`src/core/ddr2_host_pkg.sv`:
```
package ddr2_host_pkg;

    // ------------------------------------------------------------
    // Commands and states
    // ------------------------------------------------------------
    typedef enum logic [2:0] {
        CMD_NOP   = 3'h0,
        CMD_READ  = 3'h1,
        CMD_WRITE = 3'h2,
        CMD_ACT   = 3'h3,
        CMD_PRE   = 3'h4,
        CMD_REF   = 3'h5,
        CMD_MRS   = 3'h6,
        CMD_DESEL = 3'h7
    } cmd_t;

    typedef enum logic [9:0] {
        BK_IDLE        = 10'h001,
        BK_ACTIVATING  = 10'h002,
        BK_ACTIVE      = 10'h004,
        BK_READ        = 10'h008,
        BK_READ_AP     = 10'h010,
        BK_WRITE       = 10'h020,
        BK_WRITE_AP    = 10'h040,
        BK_WREC        = 10'h080,
        BK_WREC_AP     = 10'h100,
        BK_PRECHARGING = 10'h200
    } bank_state_t;

    typedef enum logic [3:0] {
        H_RUN      = 4'h1,
        H_DRAIN    = 4'h2,
        H_REF_WAIT = 4'h4,
        H_MRS_WAIT = 4'h8
    } host_state_t;

    // ------------------------------------------------------------
    // Widths and fields
    // ------------------------------------------------------------
    localparam int         NUM_BANKS  = 4;
    localparam int         BA_W       = 2;
    localparam int         ADDR_W     = 13;
    localparam int         A10_POS    = 10;
    localparam int         A7_POS     = 7;
    localparam logic [1:0] EMRS2_BANK = 2'h2;
    localparam int         CNT_W      = 8;
    localparam int         REF_W      = 10;
    typedef logic [CNT_W-1:0] cnt_t;
    typedef logic [REF_W-1:0] ref_cnt_t;

    // ------------------------------------------------------------
    // Timing
    // ------------------------------------------------------------
    localparam int CLK_PERIOD_NS  = 20;
    localparam int T_RP_NS        = 15;
    localparam int T_RCD_NS       = 15;
    localparam int T_WR_NS        = 15;
    localparam int T_WTR_NS       = 10;
    localparam int T_RFC_NS       = 105;
    localparam int T_MRD_CK       = 2;
    localparam int T_REFI_NS      = 7800;
    localparam int T_REFI_EXT_NS  = 3900;
    localparam int AL_CYC         = 0;
    localparam int CL_CYC         = 3;
    localparam int BURST_CYC      = 2;

    function automatic int cyc_min(input int t_ns);
        int c;
        c = (t_ns + CLK_PERIOD_NS - 1) / CLK_PERIOD_NS;
        return (c < 1) ? 1 : c;
    endfunction

    function automatic int cyc_max(input int t_ns);
        int c;
        c = t_ns / CLK_PERIOD_NS;
        return (c < 1) ? 1 : c;
    endfunction

    localparam int TRP_CYC   = cyc_min(T_RP_NS);
    localparam int TRCD_CYC  = cyc_min(T_RCD_NS);
    localparam int TWR_CYC   = cyc_min(T_WR_NS);
    localparam int TWTR_CYC  = cyc_min(T_WTR_NS);
    localparam int TRFC_CYC  = cyc_min(T_RFC_NS);
    localparam int WDATA_CYC = AL_CYC + CL_CYC - 1 + BURST_CYC;

    localparam cnt_t TRP_LD   = cnt_t'(TRP_CYC - 1);
    localparam cnt_t TRCD_LD  = cnt_t'(TRCD_CYC - 1);
    localparam cnt_t TWR_LD   = cnt_t'(TWR_CYC - 1);
    localparam cnt_t TRFC_LD  = cnt_t'(TRFC_CYC - 1);
    localparam cnt_t TMRD_LD  = cnt_t'(T_MRD_CK - 1);
    localparam cnt_t BURST_LD = cnt_t'(BURST_CYC - 1);
    localparam cnt_t WDATA_LD = cnt_t'(WDATA_CYC - 1);
    localparam cnt_t AL_LIM   = cnt_t'(AL_CYC);
    localparam cnt_t WTR_LIM  = cnt_t'(TWR_CYC - TWTR_CYC);
    localparam ref_cnt_t REFI_LD     = ref_cnt_t'(cyc_max(T_REFI_NS) - 1);
    localparam ref_cnt_t REFI_EXT_LD = ref_cnt_t'(cyc_max(T_REFI_EXT_NS) - 1);

    // ------------------------------------------------------------
    // Pin coding of commands: {cs_n, ras_n, cas_n, we_n}
    // ------------------------------------------------------------
    function automatic cmd_t decode_cmd(input logic cs_n, input logic ras_n,
                                        input logic cas_n, input logic we_n);
        if (cs_n) begin
            return CMD_DESEL;
        end
        unique case ({ras_n, cas_n, we_n})
            3'h5:    return CMD_READ;
            3'h4:    return CMD_WRITE;
            3'h3:    return CMD_ACT;
            3'h2:    return CMD_PRE;
            3'h1:    return CMD_REF;
            3'h0:    return CMD_MRS;
            default: return CMD_NOP;
        endcase
    endfunction

    function automatic logic [3:0] encode_cmd(input cmd_t cmd);
        unique case (cmd)
            CMD_READ:  return 4'h5;
            CMD_WRITE: return 4'h4;
            CMD_ACT:   return 4'h3;
            CMD_PRE:   return 4'h2;
            CMD_REF:   return 4'h1;
            CMD_MRS:   return 4'h0;
            CMD_NOP:   return 4'h7;
            default:   return 4'h8;
        endcase
    endfunction

endpackage

```
`src/core/bank_tracker.sv`:
```
`timescale 1ns/1ps
`default_nettype none
module bank_tracker import ddr2_host_pkg::*; #(
    parameter logic [1:0] BANK_ID = 2'h0
) (
    input  wire logic        core_clk,
    input  wire logic        sys_rst,
    input  wire logic        cs_n_nxt,
    input  wire logic        ras_n_nxt,
    input  wire logic        cas_n_nxt,
    input  wire logic        we_n_nxt,
    input  wire logic [1:0]  ba_nxt,
    input  wire logic        a10_nxt,
    output logic             rd_ok,
    output logic             wr_ok,
    output logic             act_ok,
    output logic             pre_ok,
    output logic             is_idle,
    output logic             row_open
);

    bank_state_t state_r;
    bank_state_t state_nxt;
    cnt_t        cnt_r;
    cnt_t        cnt_nxt;
    cmd_t        cmd;
    logic        hit;

    // ------------------------------------------------------------
    // Next state from the command going onto the pins
    // ------------------------------------------------------------
    always_comb begin
        cmd       = decode_cmd(cs_n_nxt, ras_n_nxt, cas_n_nxt, we_n_nxt);
        hit       = (ba_nxt == BANK_ID);
        state_nxt = state_r;
        cnt_nxt   = (cnt_r == '0) ? cnt_r : cnt_r - 1'b1;
        if (hit && cmd == CMD_READ) begin
            state_nxt = a10_nxt ? BK_READ_AP : BK_READ;
            cnt_nxt   = BURST_LD;
        end else if (hit && cmd == CMD_WRITE) begin
            state_nxt = a10_nxt ? BK_WRITE_AP : BK_WRITE;
            cnt_nxt   = WDATA_LD;
        end else begin
            unique case (state_r)
                BK_IDLE: begin
                    if (hit && cmd == CMD_ACT) begin
                        state_nxt = BK_ACTIVATING;
                        cnt_nxt   = TRCD_LD;
                    end
                end
                BK_ACTIVATING: begin
                    if (cnt_r == '0) begin
                        state_nxt = BK_ACTIVE;
                    end
                end
                BK_ACTIVE: begin
                    if (cmd == CMD_PRE && (hit || a10_nxt)) begin
                        state_nxt = BK_PRECHARGING;
                        cnt_nxt   = TRP_LD;
                    end
                end
                BK_READ: begin
                    if (cnt_r == '0) begin
                        state_nxt = BK_ACTIVE;
                    end
                end
                BK_WRITE: begin
                    if (cnt_r == '0) begin
                        state_nxt = BK_WREC;
                        cnt_nxt   = TWR_LD;
                    end
                end
                BK_WRITE_AP: begin
                    if (cnt_r == '0) begin
                        state_nxt = BK_WREC_AP;
                        cnt_nxt   = TWR_LD;
                    end
                end
                BK_WREC: begin
                    if (cnt_r == '0) begin
                        state_nxt = BK_ACTIVE;
                    end
                end
                BK_READ_AP, BK_WREC_AP: begin
                    if (cnt_r == '0) begin
                        state_nxt = BK_PRECHARGING;
                        cnt_nxt   = TRP_LD;
                    end
                end
                BK_PRECHARGING: begin
                    if (cnt_r == '0) begin
                        state_nxt = BK_IDLE;
                    end
                end
            endcase
        end
    end

    always_ff @(posedge core_clk) begin
        if (sys_rst) begin
            state_r <= BK_IDLE;
            cnt_r   <= '0;
        end else begin
            state_r <= state_nxt;
            cnt_r   <= cnt_nxt;
        end
    end

    // ------------------------------------------------------------
    // Legality for this bank
    // ------------------------------------------------------------
    // Column access while activating only if additive latency covers it
    assign rd_ok = (state_r == BK_ACTIVE)
                || (state_r == BK_READ && cnt_r == '0)
                || (state_r == BK_ACTIVATING && cnt_r < AL_LIM)
                || (state_r == BK_WREC && cnt_r <= WTR_LIM);
    assign wr_ok = (state_r == BK_ACTIVE)
                || (state_r == BK_WRITE && cnt_r == '0)
                || (state_r == BK_ACTIVATING && cnt_r < AL_LIM)
                || (state_r == BK_WREC);
    assign act_ok   = (state_r == BK_IDLE);
    // Burst, recovery and activating states refuse any precharge
    assign pre_ok   = (state_r == BK_IDLE) || (state_r == BK_ACTIVE)
                   || (state_r == BK_PRECHARGING);
    assign is_idle  = (state_r == BK_IDLE);
    assign row_open = (state_r == BK_ACTIVE);

endmodule // bank_tracker
`default_nettype wire

```
`src/core/ddr2_cmd_host.sv`:
```
`timescale 1ns/1ps
`default_nettype none
module ddr2_cmd_host import ddr2_host_pkg::*; (
    input  wire logic              core_clk,
    input  wire logic              sys_rst,
    input  wire logic              req_valid,
    input  wire cmd_t              req_cmd,
    input  wire logic [BA_W-1:0]   req_bank,
    input  wire logic [ADDR_W-1:0] req_addr,
    output logic                   req_ready,
    input  wire logic              ext_temp_en,
    output logic                   ref_pending,
    output logic [NUM_BANKS-1:0]   open_rows,
    output logic                   dram_cke,
    output logic                   dram_cs_n,
    output logic                   dram_ras_n,
    output logic                   dram_cas_n,
    output logic                   dram_we_n,
    output logic [BA_W-1:0]        dram_ba,
    output logic [ADDR_W-1:0]      dram_addr
);

    // ------------------------------------------------------------
    // Declarations
    // ------------------------------------------------------------
    host_state_t          host_r;
    host_state_t          host_nxt;
    cnt_t                 gcnt_r;
    cmd_t                 issue_cmd;
    logic [BA_W-1:0]      issue_ba;
    logic [ADDR_W-1:0]    issue_addr;
    logic [3:0]           pins_nxt;
    logic                 req_legal;
    logic                 ref_due;
    logic                 ref_issue;
    logic                 cke_r;
    logic [NUM_BANKS-1:0] bank_rd_ok;
    logic [NUM_BANKS-1:0] bank_wr_ok;
    logic [NUM_BANKS-1:0] bank_act_ok;
    logic [NUM_BANKS-1:0] bank_pre_ok;
    logic [NUM_BANKS-1:0] bank_idle;
    logic [NUM_BANKS-1:0] bank_open;

    // ------------------------------------------------------------
    // Legality of the user request
    // ------------------------------------------------------------
    function automatic logic legal_for(input cmd_t cmd,
                                       input logic [BA_W-1:0] bank,
                                       input logic a10);
        unique case (cmd)
            CMD_READ:  return bank_rd_ok[bank];
            CMD_WRITE: return bank_wr_ok[bank];
            CMD_ACT:   return bank_act_ok[bank];
            // Single-bank precharge looks at its own bank only
            CMD_PRE:   return a10 ? (&bank_pre_ok)
                                  : bank_pre_ok[bank];
            CMD_REF,
            CMD_MRS:   return &bank_idle;
            default:   return 1'b1;
        endcase
    endfunction

    always_comb req_legal = legal_for(req_cmd, req_bank,
                                      req_addr[A10_POS]);

    // ------------------------------------------------------------
    // Command selection
    // ------------------------------------------------------------
    always_comb begin
        host_nxt   = host_r;
        issue_cmd  = CMD_NOP;
        issue_ba   = '0;
        issue_addr = '0;
        req_ready  = 1'b0;
        unique case (host_r)
            H_RUN: begin
                if (ref_due) begin
                    host_nxt = H_DRAIN;
                end else if (req_valid && req_legal) begin
                    req_ready  = 1'b1;
                    issue_cmd  = req_cmd;
                    issue_ba   = req_bank;
                    issue_addr = req_addr;
                    if (req_cmd == CMD_MRS && req_bank == EMRS2_BANK) begin
                        issue_addr[A7_POS] = ext_temp_en;
                    end
                    if (req_cmd == CMD_REF) begin
                        host_nxt = H_REF_WAIT;
                    end else if (req_cmd == CMD_MRS) begin
                        host_nxt = H_MRS_WAIT;
                    end
                end
            end
            H_DRAIN: begin
                if (&bank_idle) begin
                    issue_cmd = CMD_REF;
                    host_nxt  = H_REF_WAIT;
                end else if ((&bank_pre_ok) && (|bank_open)) begin
                    issue_cmd           = CMD_PRE;
                    issue_addr[A10_POS] = 1'b1;
                end
            end
            H_REF_WAIT: begin
                if (gcnt_r == '0) begin
                    host_nxt = H_RUN;
                end
            end
            H_MRS_WAIT: begin
                if (gcnt_r == '0) begin
                    host_nxt = H_RUN;
                end
            end
        endcase
    end

    assign pins_nxt  = encode_cmd(issue_cmd);
    assign ref_issue = (issue_cmd == CMD_REF);

    // ------------------------------------------------------------
    // Host state and device-wide busy counter
    // ------------------------------------------------------------
    always_ff @(posedge core_clk) begin
        if (sys_rst) begin
            host_r <= H_RUN;
        end else begin
            host_r <= host_nxt;
        end
    end

    always_ff @(posedge core_clk) begin
        if (sys_rst) begin
            gcnt_r <= '0;
        end else if (issue_cmd == CMD_REF) begin
            gcnt_r <= TRFC_LD;
        end else if (issue_cmd == CMD_MRS) begin
            gcnt_r <= TMRD_LD;
        end else if (gcnt_r != '0) begin
            gcnt_r <= gcnt_r - 1'b1;
        end
    end

    // ------------------------------------------------------------
    // Registered device pins
    // ------------------------------------------------------------
    always_ff @(posedge core_clk) begin
        if (sys_rst) begin
            cke_r <= 1'b0;
        end else begin
            cke_r <= 1'b1;
        end
    end

    always_ff @(posedge core_clk) begin
        if (sys_rst) begin
            dram_cs_n  <= 1'b1;
            dram_ras_n <= 1'b1;
            dram_cas_n <= 1'b1;
            dram_we_n  <= 1'b1;
            dram_ba    <= '0;
            dram_addr  <= '0;
        end else begin
            dram_cs_n  <= pins_nxt[3];
            dram_ras_n <= pins_nxt[2];
            dram_cas_n <= pins_nxt[1];
            dram_we_n  <= pins_nxt[0];
            dram_ba    <= issue_ba;
            dram_addr  <= issue_addr;
        end
    end

    assign dram_cke  = cke_r;
    assign open_rows = bank_open;

    // ------------------------------------------------------------
    // Per-bank trackers, fed with the command as it goes out
    // ------------------------------------------------------------
    for (genvar b = 0; b < NUM_BANKS; b++) begin : g_bank
        bank_tracker #(
            .BANK_ID (2'(b))
        ) u_bank (
            .core_clk  (core_clk),
            .sys_rst   (sys_rst),
            .cs_n_nxt  (pins_nxt[3]),
            .ras_n_nxt (pins_nxt[2]),
            .cas_n_nxt (pins_nxt[1]),
            .we_n_nxt  (pins_nxt[0]),
            .ba_nxt    (issue_ba),
            .a10_nxt   (issue_addr[A10_POS]),
            .rd_ok     (bank_rd_ok[b]),
            .wr_ok     (bank_wr_ok[b]),
            .act_ok    (bank_act_ok[b]),
            .pre_ok    (bank_pre_ok[b]),
            .is_idle   (bank_idle[b]),
            .row_open  (bank_open[b])
        );
    end

    // ------------------------------------------------------------
    // Refresh interval
    // ------------------------------------------------------------
    refresh_timer u_refresh (
        .core_clk    (core_clk),
        .sys_rst     (sys_rst),
        .ext_temp_en (ext_temp_en),
        .ref_issued  (ref_issue),
        .ref_due     (ref_due)
    );

    assign ref_pending = ref_due;

endmodule // ddr2_cmd_host
`default_nettype wire

```
`src/core/refresh_timer.sv`:
```
`timescale 1ns/1ps
`default_nettype none
module refresh_timer import ddr2_host_pkg::*; (
    input  wire logic core_clk,
    input  wire logic sys_rst,
    input  wire logic ext_temp_en,
    input  wire logic ref_issued,
    output logic      ref_due
);

    ref_cnt_t cnt_r;
    logic     due_r;

    // Half interval in the extended temperature range
    always_ff @(posedge core_clk) begin
        if (sys_rst) begin
            cnt_r <= REFI_LD;
        end else if (cnt_r == '0) begin
            cnt_r <= ext_temp_en ? REFI_EXT_LD : REFI_LD;
        end else begin
            cnt_r <= cnt_r - 1'b1;
        end
    end

    // A new tick wins over the clear
    always_ff @(posedge core_clk) begin
        if (sys_rst) begin
            due_r <= 1'b0;
        end else begin
            due_r <= (cnt_r == '0) || (due_r && !ref_issued);
        end
    end

    assign ref_due = due_r;

endmodule // refresh_timer
`default_nettype wire

```
`config.mk`:
```
export PLATFORM = sky130hd
export DESIGN_NAME = ddr2_cmd_host
export DESIGN_NICKNAME = d
export VERILOG_FILES = /design/src/core/ddr2_host_pkg.sv /design/src/core/bank_tracker.sv /design/src/core/ddr2_cmd_host.sv /design/src/core/refresh_timer.sv
export SDC_FILE = /design/constraint.sdc
export NUM_CORES = 1
export LEC_CHECK = 0
export BUFFER_PORTS_ARGS = -buffer_cell sky130_fd_sc_hd__buf_2
export CORE_AREA = 2 2 132 134
export DETAILED_ROUTE_END_ITERATION = 16
export DIE_AREA = 0 0 134 136
export PLACE_DENSITY_LB_ADDON = 0.2
export SYNTH_ARGS = -nofsm -noshare
export SYNTH_HDL_FRONTEND = slang
export SYNTH_SLANG_ARGS = --single-unit
```
`constraint.sdc`:
```
create_clock -name core_clk -period 6.2 [get_ports core_clk]
set_input_delay 1.24 -clock core_clk [delete_from_list [all_inputs] [get_ports core_clk]]
set_output_delay 1.24 -clock core_clk [all_outputs]
set_load 0.02 [all_outputs]
```
==> results of run 1 <==
[routing by layer]
metal | GRT usage | wire length (um)
met5 | 0 | 0
met4 | 0.100 | 593
met3 | 0.0425 | 1240
met2 | 0.348 | 9070
met1 | 0.296 | 9220
[sequential cells by signal, indices dropped and copies added, names as in the netlist]
| register | cells |
|---|---|
| g_bank.u_bank.state_r | 40 |
| host_r | 4 |
| dram_ras_n | 1 |
| dram_we_n | 1 |
| dram_cs_n | 1 |
| u_refresh.cnt_r | 10 |
| dram_addr | 13 |
| dram_ba | 2 |
| dram_cke | 1 |
| u_refresh.ref_due | 1 |
| g_bank.u_bank.cnt_r | 32 |
| gcnt_r | 8 |
| dram_cas_n | 1 |
[path summary, 6_finish.rpt]
kind / end / startpoint / depth (start not counted) / slack [ps]
worst max-delay path: req_ready / req_cmd[0] / 10 / 920
worst min-delay path: g_bank[1].u_bank.cnt_r[6]$_SDFF_PP0_ / g_bank[1].u_bank.cnt_r[6]$_SDFF_PP0_ / 2 / 490
worst max register to register: g_bank[3].u_bank.state_r[9]$_SDFFE_PP0P_ / g_bank[3].u_bank.cnt_r[0]$_SDFF_PP0_ / 14 / 1780
worst min register to register: g_bank[1].u_bank.cnt_r[6]$_SDFF_PP0_ / g_bank[1].u_bank.cnt_r[6]$_SDFF_PP0_ / 2 / 490
[cell type report]
| cell class | count | area (sq um) | share of cell area |
|---|---|---|---|
| Clock buffer | 21 | 470 | 0.0583 |
| Sequential cell | 115 | 2300 | 0.285 |
| Tap cell | 225 | 282 | 0.0349 |
| Timing Repair Buffer | 52 | 273 | 0.0338 |
| Inverter | 50 | 189 | 0.0234 |
| Antenna cell | 1 | 2.50 | 0.000310 |
| Multi-Input combinational cell | 688 | 4370 | 0.542 |
| Clock inverter | 10 | 179 | 0.0222 |
[cell families after synthesis]
| logic type | count (synthesis) | share of synthesized area |
|---|---|---|
| DFF | 115 | 0.325 |
| xor gates and xnor gates | 50 | 0.0618 |
| and+or+nand+nor | 408 | 0.309 |
| AOI/OAI and AO/OA | 208 | 0.211 |
| buffers and inverters | 96 | 0.0573 |
| muxes | 11 | 0.0164 |
| adders and majority gates | 11 | 0.0194 |
[per-stage QoR]
| step | hold slack [ps] | cells | total power [mW] | instance area, sq um | setup WS, ps |
|---|---|---|---|---|---|
| 2_1_floorplan | 457 | 899 | 2.30 | 7080 | 1840 |
| 3_3_place_gp | 473 | 1130 | 2.63 | 7420 | 1170 |
| 3_5_place_dp | 479 | 1130 | 2.63 | 7420 | 1070 |
| 4_1_cts | 495 | 1161 | 3.72 | 8070 | 1030 |
| 5_1_grt | 529 | 1162 | 4.00 | 8070 | 741 |
| 6_report | 492 | 1162 | 3.72 | 8070 | 919 |
[power by group through the flow]
stage	clock network (mW)	logic [mW]	registers (mW)
floorplan	0	1.28	1.02
global placement	0	1.57	1.06
detailed placement	0	1.57	1.06
CTS	1.10	1.58	1.05
global route	1.13	1.80	1.07
finish	1.08	1.59	1.05
[cell usage in the layout, fill, tap and decap left out, drive strengths merged, types with 7 or more instances in the layout]
cell type / synthesis / final
dfxtp: 115 / 115
o21ai: 39 / 39
a21o: 9 / 9
a31oi: 11 / 11
o32ai: 8 / 8
buf: 18 / 52
a211oi: 12 / 12
xnor2: 24 / 24
or3: 8 / 8
o211ai: 10 / 10
clkbuf: 28 / 21
inv: 48 / 48
ha: 11 / 11
nor4: 18 / 18
mux2i: 9 / 9
nor2: 93 / 93
nand2: 77 / 77
nor2b: 9 / 9
a21oi: 39 / 39
nand3: 43 / 43
clkinv: 2 / 7
and3: 17 / 17
nor3: 62 / 62
nor4b: 13 / 13
o31ai: 15 / 15
nor3b: 7 / 7
nand2b: 8 / 8
xor2: 26 / 26
o22ai: 11 / 11
nand4: 20 / 20
[worst register-to-register path: cells and delay by family, from the launching register on]
family          cells  cell delay, ps
compound gates      5            1890
simple gates        5            1110
buf+inv             3             740
flops               1             340
fa+ha+maj           1             230
==> impl_metrics.env, run 1 <==
export IMPL_run_status="finished clean"
export IMPL_clkSinkCount=115
export IMPL_worstPathRequired_ps=4960
export IMPL_postSynthAreaPerCell_sq_um=7.88
export IMPL_synth_top_cells_by_area="sky130_fd_sc_hd__dfxtp_1 33%, sky130_fd_sc_hd__nor2_1 4.9%, sky130_fd_sc_hd__nor3_1 4.2%"
export IMPL_clock_power_share=0.290
export IMPL_maxCapViolations=0
export IMPL_timing_setup_tns_ps=0
export IMPL_grt_setup_unrepaired="no"
export IMPL_max_vdd_ir_drop_mv=0.224
export IMPL_drc=0
export IMPL_floorplan_io_pins=48
export IMPL_ys_dominant_reg_cell="sky130_fd_sc_hd__dfxtp_1"
export IMPL_cpPeakStageDelay_ps=480
export IMPL_synth_enable_flop_cells=0
export IMPL_tightest_slew_ps=931
export IMPL_vias_in_the_first_global_route=6378
export IMPL_routed_via_density=5.91
export IMPL_synth_area_leader_cell="sky130_fd_sc_hd__dfxtp_1"
export IMPL_cp_data_arrival_time_ps=4040
export IMPL_gp_congestion=0.948
export IMPL_finalWirelength_um=20100
export IMPL_postSynthRegisterBits=115
export IMPL_antenna_left=0
export IMPL_timing_hold_worst_class="flip-flop to flip-flop"
export IMPL_cp_slowest_cell="sky130_fd_sc_hd__clkinv_2"
export IMPL_slew_viol_final=0
export IMPL_clk_transition_reported_paths_ps=50
export IMPL_net_sw_frac=0.396
export IMPL_num_rows=48
export IMPL_cts_buffers_inserted=17
export IMPL_type_of_destination_of_the_critical_path="primary output"
export IMPL_worstSetupPathType="input port to primary output"
export IMPL_library_cells_used_by_synthesis=86
export IMPL_cell_internal_pwr_mw=2.25
export IMPL_die_area_sq_um=18200
export IMPL_post_cts_repair_setup_buffers=0
export IMPL_cts_tree="yes"
export IMPL_timing_hold_violations_final=0
export IMPL_route_vias_total=6872
export IMPL_sequence_of_cells_on_the_critical_path="buf_2, clkinv_1, nand3_1, a211oi_1, o21ai_0, nand4_1, nand4b_2, o21ai_4, clkinv_2, buf_2"
export IMPL_final_setup_viol_count=0
export IMPL_number_of_antenna_violations_at_the_first_check_in_global_routing=1
export IMPL_placement_io_buffers=47
export IMPL_timing_max_slew_rel_slack=0.379
export IMPL_global_route_wire_length_before_repair_um=32500
export IMPL_final_period_utilization=0.852
export IMPL_netlist_top_cells_count="115 x sky130_fd_sc_hd__dfxtp_1, 93 x sky130_fd_sc_hd__nor2_1, 77 x sky130_fd_sc_hd__nand2_1"
export IMPL_skew_ps=8.85
export IMPL_mappedNetlistArea_sq_um=7080
export IMPL_cts_root_buf="sky130_fd_sc_hd__clkbuf_16"
export IMPL_seqPwrFrac=0.282
export IMPL_post_cts_resized_instances=0
export IMPL_net_sw_power_mw=1.47
export IMPL_drt_wirelength_per_cell_um=17.3
export IMPL_yosys_warnings=0
export IMPL_design_final_nets=957
export IMPL_synthDominantCellAreaShare=0.325
export IMPL_critPathMostFrequentCell="sky130_fd_sc_hd__buf_2"
export IMPL_max_freq_mhz=189
export IMPL_crit_path_start_kind="input port"
export IMPL_pin_count_of_the_biggest_net_entering_global_routing=44
export IMPL_netlist_instances=899
export IMPL_synthToLayoutAreaGrowth_pct=14.0
export IMPL_pwr_share_comb=0.428
export IMPL_worst_path_max_fanout=35
export IMPL_worst_path_dominant_cell_family="buffers and inverters"
export IMPL_final_layout_size_suffix_gt1_frac=0.134
export IMPL_cts_path_max_buffers=2
export IMPL_cts_max_level=4
export IMPL_drtIter0Drc=672
export IMPL_grt_ovfl_total=0
export IMPL_initial_core_util=0.420
export IMPL_power_density_nw_per_um2=461
export IMPL_drtPass1Iterations=5
export IMPL_placeableCoreArea_sq_um=16900
export IMPL_die_h_um=136
export IMPL_postSynthNetCount=932
export IMPL_dieWidth_um=134
export IMPL_hold_buf_count_cts=0
export IMPL_synth_async_reset_ratio=0
export IMPL_groute_usage_overall=0.222
export IMPL_fin_util=0.478
export IMPL_cp_buffers_inverters=4
export IMPL_post_synth_top_count_cell="sky130_fd_sc_hd__dfxtp_1"
export IMPL_worstSkewPairLatency_ps=420
export IMPL_layout_filler_cells=1656
export IMPL_power_leakage_nw=3.22
export IMPL_portion_of_the_post_synthesis_area_used_by_sequential_elements=0.325
export IMPL_min_period_ps=5280
export IMPL_post_dp_hpwl_um=14600
Power figures use the tool's default switching activity.
==> inputs of run 2 (changes only) <==
- GPL_TIMING_DRIVEN: unset -> 0
==> run 2 against run 1 <==
- die area did not move
- sequential share of layout area fell by 0.53 points
- worst setup slack got worse by 300 ps
- via count rose by 2.9%
- core utilization rose by 0.90 points
- flip-flop and latch count did not move
- register-to-register slack got worse by 160 ps
- first-iteration DRC count rose by 5.5%
- count of clock-buffer cells in the layout fell by 2
- critical endpoint unchanged
- largest power group unchanged
==> impl_metrics.env, run 2 (synthesized netlist as in run 1, its figures left out) <==
export IMPL_drtIter0Drc=709
export IMPL_worst_slack_ps=614
export IMPL_cp_buffers_inverters=6
export IMPL_grt_setup_unrepaired="no"
export IMPL_power_leakage_nw=3.30
export IMPL_biggestRegsByFlops="g_bank.u_bank.state_r (40), g_bank.u_bank.cnt_r (32), dram_addr (13)"
export IMPL_min_period_ps=5590
export IMPL_final_setup_viol_count=0
export IMPL_number_of_antenna_violations_at_the_first_check_in_global_routing=0
export IMPL_cell_internal_pwr_mw=2.19
export IMPL_placement_io_buffers=47
export IMPL_crit_path_start_kind="input port"
export IMPL_final_cell_mix="115 x sky130_fd_sc_hd__dfxtp_1, 93 x sky130_fd_sc_hd__nor2_1, 77 x sky130_fd_sc_hd__nand2_1, 60 x sky130_fd_sc_hd__nor3_1, 58 x sky130_fd_sc_hd__buf_2"
export IMPL_drt_wirelength_per_cell_um=17.9
export IMPL_timing_max_slew_rel_slack=0.154
export IMPL_net_sw_power_mw=1.53
export IMPL_slew_viol_final=0
export IMPL_cpPeakStageDelay_ps=480
export IMPL_setup_reg_to_reg_worst_slack_ps=1620
export IMPL_groute_usage_overall=0.243
export IMPL_die_area_sq_um=18200
export IMPL_placeableCoreArea_sq_um=16900
export IMPL_run_status="finished clean"
export IMPL_max_flop_register="g_bank.u_bank.state_r"
export IMPL_max_freq_mhz=179
export IMPL_drtPass1Iterations=6
export IMPL_post_dp_hpwl_um=15800
export IMPL_sequence_of_cells_on_the_critical_path="buf_2, clkbuf_1, nor2_1, inv_1, nor3_1, o31ai_1, nand4b_2, o21ai_4, clkinv_2, clkbuf_1, buf_2"
export IMPL_cts_buffers_inserted=17
export IMPL_worst_path_dominant_cell_family="buffers and inverters"
export IMPL_synthToLayoutAreaGrowth_pct=16.1
export IMPL_die_h_um=136
export IMPL_cts_path_max_buffers=2
export IMPL_clkSinkCount=115
export IMPL_tightest_slew_ps=1260
export IMPL_net_sw_frac=0.412
export IMPL_worst_path_max_fanout=10
export IMPL_drc=0
export IMPL_hold_path_startpoint="g_bank[1].u_bank.cnt_r[6]$_SDFF_PP0_"
export IMPL_timing_hold_violations_final=0
export IMPL_route_vias_total=7071
export IMPL_vias_in_the_first_global_route=6742
export IMPL_final_layout_size_suffix_gt1_frac=0.142
export IMPL_grt_ovfl_total=0
export IMPL_flip_flop_count_of_the_largest_register_all_copies_and_words_added=40
export IMPL_layout_cells_most_common="sky130_fd_sc_hd__dfxtp_1"
export IMPL_cts_max_level=4
export IMPL_pin_count_of_the_biggest_net_entering_global_routing=17
export IMPL_post_cts_resized_instances=0
export IMPL_number_of_cells_traversed_by_the_worst_hold_path=2
export IMPL_initial_core_util=0.420
export IMPL_power_density_nw_per_um2=453
export IMPL_dieWidth_um=134
export IMPL_clock_power_share=0.279
export IMPL_maxCapViolations=0
export IMPL_clk_transition_reported_paths_ps=60
export IMPL_antenna_left=0
export IMPL_hold_buf_count_cts=0
export IMPL_timing_reg2reg_worst_path_depth=17
export IMPL_global_route_wire_length_before_repair_um=34800
export IMPL_max_vdd_ir_drop_mv=0.245
export IMPL_worstSkewPairLatency_ps=430
export IMPL_floorplan_io_pins=48
export IMPL_post_cts_repair_setup_buffers=0
export IMPL_cts_root_buf="sky130_fd_sc_hd__clkbuf_16"
export IMPL_antenna_diode_count=0
export IMPL_design_final_nets=998
export IMPL_crit_reg_reg_startpoint="g_bank[3].u_bank.cnt_r[0]$_SDFF_PP0_"
export IMPL_finalWirelength_um=21500
export IMPL_final_period_utilization=0.901
export IMPL_worstSetupPathType="input port to primary output"
export IMPL_seqPwrFrac=0.275
export IMPL_worst_hold_path_endpoint="g_bank[1].u_bank.cnt_r[6]$_SDFF_PP0_"
export IMPL_num_rows=48
export IMPL_cp_slowest_cell="sky130_fd_sc_hd__o21ai_4"
export IMPL_pwr_share_comb=0.446
export IMPL_pre_cts_worst_setup_slack_ps=720
export IMPL_skew_ps=8.72
export IMPL_cts_tree="yes"
export IMPL_whs_ps=481
export IMPL_cp_data_arrival_time_ps=4350
export IMPL_routed_via_density=5.88
export IMPL_timing_hold_worst_class="flip-flop to flip-flop"
export IMPL_gp_congestion=0.989
export IMPL_timing_setup_tns_ps=0
export IMPL_r2r_endpoint="g_bank[3].u_bank.state_r[4]$_SDFFE_PP0P_"
export IMPL_type_of_destination_of_the_critical_path="primary output"
export IMPL_worstPathRequired_ps=4960
## run 2: cell count changes in the layout (fill, tap and decap cells not counted), sizes merged
cell	delta
buf	+13
diode	-1
clkbuf	+26
inv	+4
bufinv	-2
clkinvlp	+1
## run 2: power by group through the flow
stage	clock network (mW)	registers (mW)	logic, mW
floorplan	0	1.02	1.28
global placement	0	1.04	1.63
detailed placement	0	1.04	1.63
CTS	1.06	1.02	1.64
global route	1.09	1.05	1.86
finish	1.04	1.02	1.66
## run 2: metal layers
metal / routed length, um / share of wire / global-route usage
met1: 9630 / 0.45 / 0.310
met2: 9520 / 0.44 / 0.386
met3: 1540 / 0.072 / 0.0585
met4: 806 / 0.038 / 0.114
met5: 0 / 0 / 0
## run 2: tightest hold or removal path: cells and delay by family, from the launching register on
family / cells / cell delay (ps)
AND/OR/NAND/NOR: 1 / 60
AO/OA/AOI/OAI: 1 / 50
flip-flops: 1 / 320
## run 2: worst max-delay path by stage
stage,end,startpoint,cells past startpoint
3_5_place_dp,req_ready,req_bank[0],11
2_1_floorplan,req_ready,req_cmd[2],8
3_3_place_gp,req_ready,req_cmd[0],10
5_1_grt,req_ready,req_cmd[0],10
6_report,req_ready,req_bank[0],11
4_1_cts,req_ready,req_bank[0],11
## run 2: layout make-up
type,instances,area (sq um)
buffer,46,216
clock buffer,19,453
clock inverter,13,173
fill,1651,8650
inverter,50,189
multi-input combinational,688,4370
sequential,115,2300
tap,225,282
timing repair buffer,47,235
## run 2: through the flow
step,power (mW),utilization,area (sq um),std cells
after detailed placement,2.67,0.450,7600,1171
final,3.72,0.487,8220,1203
after global routing,4.00,0.487,8220,1203
after global placement,2.66,0.450,7600,1171
after floorplan,2.30,-,7080,899
after CTS,3.72,0.487,8220,1203
==> inputs of run 3 (changes only) <==
- PLACE_DENSITY: unset -> 0.66
- PLACE_DENSITY_LB_ADDON: 0.2 -> unset
==> run 3 against run 2 <==
- worst setup slack better by 190 ps
- cell count about the same
- power is 2.9% lower
- worst hold slack better by 0.82 ps
- non-clock buffer count is 1 higher
- critical path depth unchanged
- clock skew grew 5.6 ps
- sequential share of layout area up 0.21 points
- routed wire length is 3.3% lower
- maximum frequency increased by 3.4%
- first-iteration DRC count grew 6.2%
==> impl_metrics.env, run 3 (synthesized netlist as in run 1, its figures left out) <==
export IMPL_skew_ps=14.3
export IMPL_timing_max_slew_rel_slack=0.175
export IMPL_groute_usage_overall=0.233
export IMPL_cts_buffers_inserted=17
export IMPL_hold_buf_count_cts=0
export IMPL_placement_io_buffers=47
export IMPL_number_of_cells_traversed_by_the_worst_hold_path=2
export IMPL_timing_setup_tns_ps=0
export IMPL_pin_count_of_the_biggest_net_entering_global_routing=17
export IMPL_layout_cells_most_common="sky130_fd_sc_hd__dfxtp_1"
export IMPL_worstSetupPathType="input port to primary output"
export IMPL_final_period_utilization=0.871
export IMPL_hold_path_startpoint="g_bank[1].u_bank.cnt_r[6]$_SDFF_PP0_"
export IMPL_cts_tree="yes"
export IMPL_antenna_left=0
export IMPL_number_of_antenna_violations_at_the_first_check_in_global_routing=0
export IMPL_post_dp_hpwl_um=15300
export IMPL_pre_cts_worst_setup_slack_ps=665
export IMPL_num_rows=48
export IMPL_die_h_um=136
export IMPL_biggestRegsByFlops="g_bank.u_bank.state_r (40), g_bank.u_bank.cnt_r (32), dram_addr (13)"
export IMPL_design_final_nets=999
export IMPL_clkSinkCount=115
export IMPL_cts_path_max_buffers=2
export IMPL_tightest_slew_ps=1230
export IMPL_power_leakage_nw=3.27
export IMPL_synthToLayoutAreaGrowth_pct=15.3
export IMPL_type_of_destination_of_the_critical_path="primary output"
export IMPL_max_vdd_ir_drop_mv=0.232
export IMPL_max_freq_mhz=185
export IMPL_final_setup_viol_count=0
export IMPL_final_layout_size_suffix_gt1_frac=0.140
export IMPL_worst_slack_ps=801
export IMPL_post_dp_cell_area_sq_um=7600
export IMPL_final_cell_area_sq_um=8160
export IMPL_initial_core_util=0.420
export IMPL_max_flop_register="g_bank.u_bank.state_r"
export IMPL_antenna_diode_count=0
export IMPL_min_period_ps=5400
export IMPL_cts_root_buf="sky130_fd_sc_hd__clkbuf_16"
export IMPL_worst_setup_path_startpoint="req_bank[0]"
export IMPL_flip_flop_count_of_the_largest_register_all_copies_and_words_added=40
export IMPL_cp_data_arrival_time_ps=4160
export IMPL_timing_reg2reg_worst_path_depth=15
export IMPL_global_route_wire_length_before_repair_um=33600
export IMPL_layout_filler_cells=1677
export IMPL_dieWidth_um=134
export IMPL_die_area_sq_um=18200
export IMPL_finalWirelength_um=20800
export IMPL_drtPass1Iterations=6
export IMPL_timing_hold_worst_class="flip-flop to flip-flop"
export IMPL_grt_ovfl_total=0
export IMPL_worstSkewPairLatency_ps=430
export IMPL_placeableCoreArea_sq_um=16900
export IMPL_grt_setup_unrepaired="no"
export IMPL_worstPathRequired_ps=4960
export IMPL_timing_hold_violations_final=0
export IMPL_post_cts_resized_instances=0
export IMPL_worst_path_max_fanout=10
export IMPL_gp_congestion=1.04
export IMPL_drt_wirelength_per_cell_um=17.3
export IMPL_crit_reg_reg_startpoint="g_bank[3].u_bank.cnt_r[0]$_SDFF_PP0_"
export IMPL_crit_path_start_kind="input port"
export IMPL_run_status="finished clean"
export IMPL_post_cts_repair_setup_buffers=0
export IMPL_drc=0
export IMPL_maxCapViolations=0
export IMPL_cts_max_level=4
export IMPL_floorplan_io_pins=48
export IMPL_final_cell_mix="115 x sky130_fd_sc_hd__dfxtp_1, 93 x sky130_fd_sc_hd__nor2_1, 77 x sky130_fd_sc_hd__nand2_1, 60 x sky130_fd_sc_hd__nor3_1, 58 x sky130_fd_sc_hd__buf_2"
export IMPL_vias_in_the_first_global_route=6561
export IMPL_clk_transition_reported_paths_ps=60
export IMPL_routed_via_density=5.95
export IMPL_route_vias_total=7147
export IMPL_slew_viol_final=0
export IMPL_power_density_nw_per_um2=443
export IMPL_drtIter0Drc=753
-- run 3: layer usage --
| layer | track usage | up-vias | wire (um) |
|---|---|---|---|
| li1 | - | 3441 | - |
| met1 | 0.312 | 3301 | 9350 |
| met2 | 0.361 | 351 | 9180 |
| met3 | 0.0503 | 54 | 1600 |
| met4 | 0.102 | 0 | 659 |
| met5 | 0 | - | 0 |
-- run 3: power by group --
part | switching, mW | total [mW] | internal (mW)
clock | 0.344 | 0.935 | 0.591
sequential | 0.131 | 1.02 | 0.892
combinational | 1.02 | 1.66 | 0.641
-- run 3: area by class of cell --
type / instances / area (sq um) / area share
Buffer: 46 / 216 / 0.0265
Clock buffer: 19 / 443 / 0.0543
Clock inverter: 11 / 114 / 0.0140
Inverter: 50 / 189 / 0.0231
Multi-Input combinational cell: 688 / 4370 / 0.536
Sequential cell: 115 / 2300 / 0.282
Tap cell: 225 / 282 / 0.0345
Timing Repair Buffer: 48 / 243 / 0.0297
-- run 3: metrics by stage --
stage	instances	util	hold WS, ps	power, mW
final	1202	0.484	482	3.62
after CTS	1201	0.483	488	3.62
after global placement	1171	0.450	474	2.65
after detailed placement	1171	0.450	479	2.66
after global routing	1202	0.484	540	3.89
after floorplan	899	-	457	2.30
-- run 3: worst paths after layout --
| kind | to | slack (ps) |
|---|---|---|
| worst min register to register | g_bank[1].u_bank.cnt_r[6]$_SDFF_PP0_ | 480 |
| worst max-delay path | req_ready | 800 |
| worst max register to register | gcnt_r[6]$_SDFFE_PP0N_ | 1870 |
| worst min-delay path | g_bank[1].u_bank.cnt_r[6]$_SDFF_PP0_ | 480 |
-- run 3: critical path: stages --
cell and delay [ps]:
sky130_fd_sc_hd__buf_2 110, sky130_fd_sc_hd__clkbuf_1 390, sky130_fd_sc_hd__nor2_1 290, sky130_fd_sc_hd__inv_1 140
sky130_fd_sc_hd__nor3_1 60, sky130_fd_sc_hd__o31ai_1 450, sky130_fd_sc_hd__nand4b_2 300, sky130_fd_sc_hd__o21ai_4 420
sky130_fd_sc_hd__clkinv_2 240, sky130_fd_sc_hd__clkbuf_1 280, sky130_fd_sc_hd__buf_2 230
